### config.mk
export PLATFORM = sky130hd
export DESIGN_NAME = pdm_clock_deskew_loop
export DESIGN_NICKNAME = d
export VERILOG_FILES = /design/src/hw/pdm_pkg.sv /design/src/hw/pdm_clock_deskew_loop.sv
export VERILOG_INCLUDE_DIRS = /design/src /design/src/hw
export SDC_FILE = /design/constraint.sdc
export NUM_CORES = 1
export LEC_CHECK = 0
export ABC_AREA = 0
export BUFFER_PORTS_ARGS = -buffer_cell sky130_fd_sc_hd__buf_2
export CORE_MARGIN = 5
export CORE_UTILIZATION = 50
export DETAILED_ROUTE_END_ITERATION = 7
export GPL_TIMING_DRIVEN = 0
export PLACE_DENSITY = 0.69
export SLEW_MARGIN = 20
export SYNTH_ARGS = -nofsm -noshare
export SYNTH_HDL_FRONTEND = slang
export SYNTH_SLANG_ARGS = --single-unit
### constraint.sdc
create_clock -name clock_in -period 14 [get_ports clock_in]
set_clock_uncertainty 0.05 [all_clocks]
set_input_delay 2.8 -clock clock_in [delete_from_list [all_inputs] [get_ports clock_in]]
set_output_delay 2.8 -clock clock_in [all_outputs]
set_load 0.03 [all_outputs]
### src/hw/pdm_defines.svh
// constants for the clock deskew and multiplier block
`ifndef PDM_DEFINES_SVH
`define PDM_DEFINES_SVH

// ------------------------------------------------------------
// timing
// ------------------------------------------------------------
`define PDM_CLK_MHZ        50
`define PDM_LOCK_TIME_US   10
`define PDM_LOCK_CYC       (`PDM_LOCK_TIME_US * `PDM_CLK_MHZ)
`define PDM_GOOD_PERIODS   4'h4
`define PDM_CNT_W          10

// ------------------------------------------------------------
// reference limits, MHz, per grade and factor; period tolerance in ppm
// ------------------------------------------------------------
`define PDM_F1_MIN_MHZ     25
`define PDM_F1_MAX_G1_MHZ  180
`define PDM_F1_MAX_G2_MHZ  80
`define PDM_F2_MIN_MHZ     16
`define PDM_F2_MAX_G1_MHZ  90
`define PDM_F2_MAX_G2_MHZ  40
`define PDM_TOL_PPM        25000
`define PDM_PPM_DEN        1000000

// ------------------------------------------------------------
// speed grades
// ------------------------------------------------------------
`define PDM_GRADE_1        2'h1
`define PDM_GRADE_2        2'h2

`endif

### src/hw/pdm_pkg.sv
// types for the clock deskew and multiplier block
package pdm_pkg;

  // ------------------------------------------------------------
  // configuration fixed when the device is set up
  // ------------------------------------------------------------
  typedef struct packed {
    logic       deskew_en;
    logic       mult_en;
    logic       factor_two;
    logic [1:0] grade;
    logic [7:0] nominal_period;
  } pdm_cfg_t;

  // ------------------------------------------------------------
  // loop states
  // ------------------------------------------------------------
  typedef enum logic [1:0] {
    PDM_OFF,
    PDM_ACQUIRE,
    PDM_LOCKED
  } pdm_state_t;

endpackage

### src/hw/pdm_clock_deskew_loop.sv
// clock deskew loop and clock multiplier, one clock domain
// Function
// - loop aligns to rising edges of the reference; falling edges ignored.
// - generated clock feeds register clocks only, never gated or inverted.
// - generated clock stays internal, never reaches an output pin.
// - reference only from input one; while looped it drives nothing else.
// - input one may feed both functions; then input two is unavailable.
// - lock acquired within 10 us of a valid reference.
// - loop set up first; locks during configuration, usable right after.
// - on a bad reference the generated clock is not treated as valid.
// - function exists only in the two fastest speed grades.
`timescale 1ns/1ps
`include "pdm_defines.svh"

module pdm_clock_deskew_loop
  import pdm_pkg::*;
(
  // clock and reset
  input  wire logic      clock_in,
  input  wire logic      rst_in,
  // configuration
  input  wire pdm_cfg_t  cfg_in,
  // dedicated clock inputs
  input  wire logic      dedicated_clock_input_one_in,
  input  wire logic      dedicated_clock_input_two_in,
  // fabric side
  output logic           ref_to_fabric_out,
  output logic           input_two_to_fabric_out,
  output logic           input_two_avail_out,
  output logic           reg_clk_en_out,
  output logic           lock_valid_out,
  output logic           lock_fail_out
);

  // ------------------------------------------------------------
  // helpers
  // ------------------------------------------------------------
  function automatic logic doubled(input pdm_cfg_t c);
    doubled = c.mult_en & c.factor_two;
  endfunction

  function automatic logic fast_grade(input logic [1:0] g);
    fast_grade = (g == `PDM_GRADE_1) | (g == `PDM_GRADE_2);
  endfunction

  function automatic logic freq_ok(input pdm_cfg_t c);
    logic [31:0] p;
    logic [31:0] fmin;
    logic [31:0] fmax;
    p    = {24'h0, c.nominal_period};
    fmin = doubled(c) ? `PDM_F2_MIN_MHZ : `PDM_F1_MIN_MHZ;
    if (doubled(c))
      fmax = (c.grade == `PDM_GRADE_1) ? `PDM_F2_MAX_G1_MHZ : `PDM_F2_MAX_G2_MHZ;
    else
      fmax = (c.grade == `PDM_GRADE_1) ? `PDM_F1_MAX_G1_MHZ : `PDM_F1_MAX_G2_MHZ;
    freq_ok = (p != 32'h0) && (p * fmin <= `PDM_CLK_MHZ) && (p * fmax >= `PDM_CLK_MHZ);
  endfunction

  function automatic logic period_ok(input logic [`PDM_CNT_W-1:0] meas, input logic [7:0] nom);
    logic [31:0] diff;
    diff = ({22'h0, meas} > {24'h0, nom}) ? ({22'h0, meas} - {24'h0, nom})
                                          : ({24'h0, nom} - {22'h0, meas});
    period_ok = diff * `PDM_PPM_DEN <= {24'h0, nom} * `PDM_TOL_PPM;
  endfunction

  // ------------------------------------------------------------
  // state
  // ------------------------------------------------------------
  pdm_cfg_t                cfg_r,       cfg_nxt;
  pdm_state_t              state_r,     state_nxt;
  logic                    ref_d_r,     ref_d_nxt;
  logic [`PDM_CNT_W-1:0]   per_cnt_r,   per_cnt_nxt;
  logic [`PDM_CNT_W-1:0]   half_r,      half_nxt;
  logic [`PDM_CNT_W-1:0]   acq_cnt_r,   acq_cnt_nxt;
  logic [3:0]              good_r,      good_nxt;
  logic                    en_r,        en_nxt;
  logic                    fail_r,      fail_nxt;
  logic                    loop_used;
  logic                    rise;
  logic                    timeout;
  logic                    good_period;

  // ------------------------------------------------------------
  // routing of the dedicated inputs
  // ------------------------------------------------------------
  always_comb
  begin
    loop_used   = (cfg_r.deskew_en | cfg_r.mult_en) & fast_grade(cfg_r.grade);
    rise        = dedicated_clock_input_one_in & ~ref_d_r;
    timeout     = per_cnt_r > {1'b0, cfg_r.nominal_period, 1'b0};
    good_period = period_ok(per_cnt_r, cfg_r.nominal_period) & freq_ok(cfg_r);
  end

  assign ref_to_fabric_out       = loop_used ? 1'b0 : dedicated_clock_input_one_in;
  assign input_two_avail_out     = ~(loop_used & cfg_r.deskew_en & cfg_r.mult_en);
  assign input_two_to_fabric_out = input_two_avail_out & dedicated_clock_input_two_in;
  assign reg_clk_en_out          = en_r;
  assign lock_valid_out          = (state_r == PDM_LOCKED);
  assign lock_fail_out           = fail_r;

  // ------------------------------------------------------------
  // period measurement
  // ------------------------------------------------------------
  always_comb
  begin
    ref_d_nxt   = dedicated_clock_input_one_in;
    per_cnt_nxt = per_cnt_r;
    if (rise)
      per_cnt_nxt = {{(`PDM_CNT_W-1){1'b0}}, 1'b1};
    else if (!timeout)
      per_cnt_nxt = per_cnt_r + 1'b1;
  end

  always_ff @(posedge clock_in)
  begin
    if (rst_in)
    begin
      ref_d_r   <= 1'b0;
      per_cnt_r <= '0;
    end
    else
    begin
      ref_d_r   <= ref_d_nxt;
      per_cnt_r <= per_cnt_nxt;
    end
  end

  // ------------------------------------------------------------
  // next state
  // ------------------------------------------------------------
  always_comb
  begin
    cfg_nxt     = cfg_r;
    state_nxt   = state_r;
    half_nxt    = half_r;
    acq_cnt_nxt = acq_cnt_r;
    good_nxt    = good_r;
    en_nxt      = 1'b0;
    fail_nxt    = fail_r;
    case (state_r)
      PDM_OFF:
      begin
        good_nxt = 4'h0;
        if (loop_used && rise)
        begin
          state_nxt   = PDM_ACQUIRE;
          acq_cnt_nxt = '0;
        end
      end
      PDM_ACQUIRE:
      begin
        if (acq_cnt_r < `PDM_LOCK_CYC)
          acq_cnt_nxt = acq_cnt_r + 1'b1;
        else
          fail_nxt = 1'b1;
        if (timeout)
          state_nxt = PDM_OFF;
        else if (rise)
        begin
          half_nxt = per_cnt_r >> 1;
          if (!good_period)
            good_nxt = 4'h0;
          else if (good_r + 4'h1 >= `PDM_GOOD_PERIODS)
          begin
            state_nxt = PDM_LOCKED;
            fail_nxt  = 1'b0;
          end
          else
            good_nxt = good_r + 4'h1;
        end
      end
      PDM_LOCKED:
      begin
        if (timeout || (rise && !good_period))
        begin
          state_nxt   = PDM_ACQUIRE;
          good_nxt    = 4'h0;
          acq_cnt_nxt = '0;
        end
        else if (rise)
        begin
          half_nxt = per_cnt_r >> 1;
          en_nxt   = 1'b1;
        end
        else if (doubled(cfg_r) && per_cnt_r == half_r)
          en_nxt = 1'b1;
      end
      default:
        state_nxt = PDM_OFF;
    endcase
    if (!loop_used)
      state_nxt = PDM_OFF;
  end

  // ------------------------------------------------------------
  // registers
  // ------------------------------------------------------------
  always_ff @(posedge clock_in)
  begin
    if (rst_in)
    begin
      cfg_r     <= cfg_in;
      state_r   <= PDM_OFF;
      half_r    <= '0;
      acq_cnt_r <= '0;
      good_r    <= 4'h0;
      en_r      <= 1'b0;
      fail_r    <= 1'b0;
    end
    else
    begin
      cfg_r     <= cfg_nxt;
      state_r   <= state_nxt;
      half_r    <= half_nxt;
      acq_cnt_r <= acq_cnt_nxt;
      good_r    <= good_nxt;
      en_r      <= en_nxt;
      fail_r    <= fail_nxt;
    end
  end

endmodule

==> out/qor.csv, run 1 <==
metric;value;unit
yosys.area.top_type;ha_1;
synth_cell_types;84;
drt-total-wl;25100;um
dr.pass1.iters;5;
grt_pass1_vias;9274;
r2r_cells;34;
cts_hold_buf;0;
status;finished, final reports clean;
rsz0062_at_grt;false;
cp_max_fo;13;
h-tree-depth;2;
cts_made_buffers;5;
crit_path_start_kind;flop;
grt_max_degree;21;
postCtsSetupBuffers;0;
maxSlewViolCount;0;
fp.dieW;160;um
ios;23;
synth_seq_area_share;10.2;%
wl_met3;827;um
post_drt_wl_per_cell;15.5;um
top_layer;met4;
fin_nets;1696;
num_rows;55;
synthArstFlopShare;0;%
synthSimpleGateAreaFrac;15.6;%
grt_usage;19.9;%
layout-drive-gt1-share;5.46;%
syn_area;0.0113;sq mm
start_util;50.5;%
period_needed;11.12;ns
cts_tree;yes;
synth_area_leaders;ha_1 27%, fa_1 17%, inv_1 8.0%, dfxtp_1 6.7%, edfxtp_1 3.4%;
gr-total-overflow;0;
drv_cap;0;
cp_slowest_stage_delay;0.81;ns
dp_hpwl;20800;um
wl_met1;11300;um
worst_slew_pin_slew;1.01;ns
synth_nets;1666;
crit_top_cell;inv_1;
n_antenna_cell;0;
dieArea;0.0257;sq mm
synth_top_area_share;27.1;%
path_clk_slew;0.07;ns
synth_xor_area_share;5.49;%
gp_congestion;0.885;
ys.flop_type;dfxtp_1;
finalHoldViolations;0;
whs_path_depth;2;
r2r_setup_slack;2.88;ns
dp_slack;2.98;ns
crit_slowest_cell;edfxtp_1;
die_height;160;um
setup_tns;0;ns
synth_compound_area_share;14.5;%
routed-wl-met2;12500;um
avgSynthCellArea;8.66;sq um
areaGrowthSynthToFinish;5.81;%
vias;9186;
final_antenna_net_count;0;
synth-edff-count;13;
antenna_found_initial;0;
critical_path_class;flop to flop;
synth_top_family_by_area;adder cells;
core_area;0.0224;sq mm
synth.most_common_cell;ha_1;
synth_warnings;0;
cts.path.max_buffers;2;
holdWs;0.430;ns
finalSetupViolCount;0;
clock.fmax;0.0900;GHz
synthCells;1307;
synth_fa_ha_area_share;44.3;%
period_share;79.4;%
drtIter0Drc;408;
critPathRequiredTime;14.14;ns
grt_pass1_wl;43600;um
synth_commonest_cells;245 x ha_1, 241 x inv_1, 97 x fa_1, 73 x nor2_1, 57 x a21oi_1;
end_kind;flop;
hold_path_class;flop to flop;
routed_via_density;5.66;
port_buffers;22;
clkLatencyLatePin;0.29;ns
cts_resized;0;
synth.ff_latch_count;51;
relSlewSlack;31.9;%
drc;0;
setup_ws;2.88;ns
cts.sinks;51;
critPathArrivalTime;11.25;ns
cts_root_buf;clkbuf_16;
synthMuxAreaShare;0.873;%
==> routing by layer <==
layer / global-route usage, % / vias to the layer above
li1: - / 4531
met1: 26.4 / 4416
met2: 35.5 / 199
met3: 1.57 / 40
met4: 4.46 / 0
met5: 0 / -
==> worst max-delay path: cells and delay by family (launching register included) <==
kind	cells	cell delay, ns
buffers and inverters	11	1.90
AOI/OAI and AO/OA	8	1.79
xor gates and xnor gates	1	0.78
adders and majority gates	8	3.51
DFF	1	0.81
and+or+nand+nor	6	2.15
==> per-stage QoR <==
stage	std cells	utilization, %	instance area, sq um
floorplan	1307	-	11300
global placement	1614	52.5	11800
detailed placement	1615	52.6	11800
CTS	1623	53.4	12000
global route	1623	53.4	12000
finish	1623	53.4	12000
==> layout by cell type (no fill, tap or decap), types with 7 or more instances in the layout <==
cell	Yosys	layout
a211oi_1	12	12
a21o_1	27	27
a21oi_1	57	57
a31oi_1	7	7
and2_1	25	25
and3_1	13	13
buf_2	8	30
clkbuf_1	12	12
dfxtp_1	38	38
edfxtp_1	13	13
fa_1	97	97
ha_1	245	245
inv_1	241	240
nand2_1	54	54
nand2b_1	23	23
nand3_1	36	36
nand3b_1	7	7
nand4_1	14	14
nor2_1	73	73
nor2b_1	15	15
nor3_1	22	22
nor4_1	10	10
o211ai_1	12	12
o21ai_0	48	48
or4_1	8	8
xnor2_1	44	44
xor2_1	22	22
==> sequential cells by signal (all words and copies together), names as in the netlist <==
register	count
cfg_nxt	13
acq_cnt_r	10
per_cnt_r	10
half_r	9
good_r	4
state_r	2
lock_fail_out	1
ref_d_r	1
reg_clk_en_out	1
==> cells by family after synthesis <==
family	count (synthesis)
buf+inv	266
mux	9
fa+ha+maj	343
compound gates	240
simple gates	330
xor+xnor	68
flops	51
==> final timing paths <==
check,startpoint,end
worst max-delay path,cfg_nxt[6],acq_cnt_r[8]
worst min-delay path,good_r[1],good_r[1]
worst max register to register,cfg_nxt[6],acq_cnt_r[8]
worst min register to register,good_r[1],good_r[1]
==> cell type report <==
type | instances | area (sq um)
sequential | 51 | 1150
inverter | 242 | 908
timing repair buffer | 23 | 130
buffer | 24 | 115
fill | 2080 | 10500
tap | 285 | 357
clock buffer | 5 | 125
multi-input combinational | 990 | 9140
clock inverter | 3 | 46.3
Power of run 1 is left out: the tool's default activity adds up to more than one toggle a clock period on the data nets, which glitch-free logic cannot reach.
==> inputs of run 2 (changes only) <==
ABC_AREA = 1   (was 0)
clock period = 11.4 ns   (was 14 ns; I/O delays follow)
==> run 2 against run 1 <==
Net effect:
- flip-flop and latch count did not move
- worst setup slack lost 1.1 ns
- sequential share of layout area decreased by 0.31 points
- synthesized cell count increased by 18%
- utilization decreased by 0.21 points
- fmax rose by 15%
- register-to-register slack worse by 1.1 ns
- die area up 3.2%
- routed wire length rose by 3.8%
- via count increased by 5.3%
==> out/qor.csv, run 2 <==
metric;value;unit;change
final_antenna_net_count;0;;unchanged
start_util;50.3;%;was 50.5%
status;finished, final reports clean;;unchanged
areaGrowthSynthToFinish;5.67;%;was 5.81%
synth.ff_latch_count;51;;unchanged
cp.depth;40;;was 34
fp.dieW;163;um;was 160 um
synth.most_common_cell;inv_1;;was ha_1
r2r_setup_slack;1.77;ns;was 2.88 ns
critPathArrivalTime;9.81;ns;was 11.25 ns
clock.fmax;0.104;GHz;was 0.0900 GHz
dp_hpwl;22300;um;was 20800 um
crit_top_cell;inv_1;;unchanged
ys.flop_type;dfxtp_1;;unchanged
n_antenna_cell;0;;unchanged
dp_slack;1.76;ns;was 2.98 ns
grt_pass1_wl;44900;um;was 43600 um
antenna_found_initial;1;;was 0
synth_nets;1899;;was 1666
cp_max_fo;12;;was 13
synth_area_leaders;ha_1 26%, fa_1 17%, inv_1 11%, nand2_1 7.2%, dfxtp_1 6.5%;;was ha_1 27%, fa_1 17%, inv_1 8.0%, dfxtp_1 6.7%, edfxtp_1 3.4%
drtIter0Drc;476;;was 408
routed_via_density;5.12;;was 5.66
worst_slew_pin_slew;0.876;ns;was 1.01 ns
synth_top_area_share;26.2;%;was 27.1%
grt_max_degree;29;;was 21
setup_ws;1.77;ns;was 2.88 ns
cts_hold_buf;0;;unchanged
drv_cap;0;;unchanged
vias;9674;;was 9186
layoutNonFillerInstCount;1889;;was 1623
r2r_cells;40;;was 34
grt_usage;20.2;%;was 19.9%
cts_made_buffers;5;;unchanged
cp.buffers_inverters;9;;was 11
drt-total-wl;26100;um;was 25100 um
num_rows;56;;was 55
cts_root_buf;clkbuf_16;;unchanged
crit_slowest_cell;edfxtp_1;;unchanged
finalSetupViolCount;0;;unchanged
cts_tree;yes;;unchanged
drc;0;;unchanged
clkLatencyLatePin;0.30;ns;was 0.29 ns
place_inst;1881;;was 1615
synthArstFlopShare;0;%;unchanged
rsz0062_at_grt;false;;unchanged
cp_slowest_stage_delay;0.79;ns;was 0.81 ns
maxSlewViolCount;0;;unchanged
path_clk_slew;0.07;ns;about the same
cts.sinks;51;;unchanged
fin_nets;1928;;was 1696
synth_warnings;0;;unchanged
end_kind;flop;;unchanged
yosys.area.top_type;ha_1;;unchanged
port_buffers;22;;unchanged
layout-drive-gt1-share;5.61;%;was 5.46%
core_area;0.0233;sq mm;was 0.0224 sq mm
final_common_cell;inv_1;;was ha_1
critPathRequiredTime;11.59;ns;was 14.14 ns
largest_register_ffs;13;;unchanged
crit_path_start_kind;flop;;unchanged
h-tree-depth;2;;unchanged
synth_commonest_cells;348 x inv_1, 245 x ha_1, 225 x nand2_1, 129 x nor2_1, 97 x fa_1;;was 245 x ha_1, 241 x inv_1, 97 x fa_1, 73 x nor2_1, 57 x a21oi_1
avgSynthCellArea;7.60;sq um;was 8.66 sq um
post_drt_wl_per_cell;13.8;um;was 15.5 um
synth_seq_area_share;9.83;%;was 10.2%
endpoint;state_r[0];;was acq_cnt_r[8]
critPathTopFamily;adder cells;;unchanged
cts.path.max_buffers;2;;unchanged
hold_path_class;flop to flop;;unchanged
holdWs;0.398;ns;was 0.430 ns
n_fill_cell;2274;;was 2080
synth_cell_types;56;;was 84
cts_resized;0;;unchanged
dieArea;0.0266;sq mm;was 0.0257 sq mm
postCtsSetupBuffers;0;;unchanged
finalHoldViolations;0;;unchanged
ios;23;;unchanged
gr-total-overflow;0;;unchanged
layout_common_cells;348 x inv_1, 245 x ha_1, 225 x nand2_1, 129 x nor2_1, 97 x fa_1;;was 245 x ha_1, 240 x inv_1, 97 x fa_1, 73 x nor2_1, 57 x a21oi_1
relSlewSlack;41.4;%;was 31.9%
period_needed;9.63;ns;was 11.12 ns
crit-reg2reg-launch;cfg_nxt[6];;unchanged
reg2reg_to;state_r[0];;was acq_cnt_r[8]
startpoint;cfg_nxt[6];;unchanged
die_height;163;um;was 160 um
gp_congestion;0.894;;was 0.885
setup_tns;0;ns;unchanged
critical_path_class;flop to flop;;unchanged
syn_area;0.0117;sq mm;was 0.0113 sq mm
synth-edff-count;13;;unchanged
dr.pass1.iters;4;;was 5
period_share;84.5;%;was 79.4%
grt_pass1_vias;9722;;was 9274
synthCells;1540;;was 1307
## run 2: through the flow
| step | area (sq um) | util (%) |
|---|---|---|
| final | 12400 | 53.2 |
| after global routing | 12400 | 53.2 |
| after CTS | 12400 | 53.2 |
| after detailed placement | 12200 | 52.5 |
| after global placement | 12200 | 52.5 |
| after floorplan | 11700 | - |
## run 2: worst register-to-register path, delay by kind of cell (launching register included)
| family | cells | cell delay (ns) |
|---|---|---|
| adders and majority gates | 8 | 3.43 |
| and+or+nand+nor | 17 | 2.47 |
| buffers and inverters | 9 | 1.32 |
| DFF | 1 | 0.79 |
| AOI/OAI and AO/OA | 4 | 0.77 |
| xor gates and xnor gates | 2 | 0.75 |
## run 2: cell type report
class | count | area [sq um] | share of cell area, %
Timing Repair Buffer | 22 | 110 | 0.890
Multi-Input combinational cell | 1119 | 9130 | 73.8
Sequential cell | 51 | 1150 | 9.31
Tap cell | 319 | 399 | 3.23
Inverter | 355 | 1340 | 10.8
Clock inverter | 3 | 28.8 | 0.233
Buffer | 15 | 88.8 | 0.718
Clock buffer | 5 | 125 | 1.01
## run 2: worst min path at each step
| stage | start | cells past startpoint | endpoint | slack, ns |
|---|---|---|---|---|
| detailed placement | acq_cnt_r[9] | 2 | acq_cnt_r[9] | 0.39 |
| global placement | acq_cnt_r[9] | 2 | acq_cnt_r[9] | 0.38 |
| finish | acq_cnt_r[9] | 2 | acq_cnt_r[9] | 0.40 |
| CTS | acq_cnt_r[9] | 2 | acq_cnt_r[9] | 0.40 |
| floorplan | acq_cnt_r[9] | 2 | acq_cnt_r[9] | 0.37 |
| global route | acq_cnt_r[9] | 2 | acq_cnt_r[9] | 0.42 |
## run 2: per-layer routing
layer | vias up | global-route usage (%) | part of all wire, %
li1 | 4962 | - | -
met1 | 4489 | 27.2 | 47
met2 | 191 | 35.6 | 48
met3 | 30 | 2.02 | 4.0
met4 | 2 | 3.66 | 1.4
met5 | - | 0 | 0.050
## run 2: cells by family after synthesis
family | count (synthesis) | synth area share, %
adders and majority gates | 342 | 42.8
xor gates and xnor gates | 85 | 6.54
AOI/OAI and AO/OA | 199 | 9.76
buffers and inverters | 370 | 12.2
DFF | 51 | 9.83
and+or+nand+nor | 492 | 18.8
muxes | 1 | 0.0855
Power of run 2 is left out for the same reason.
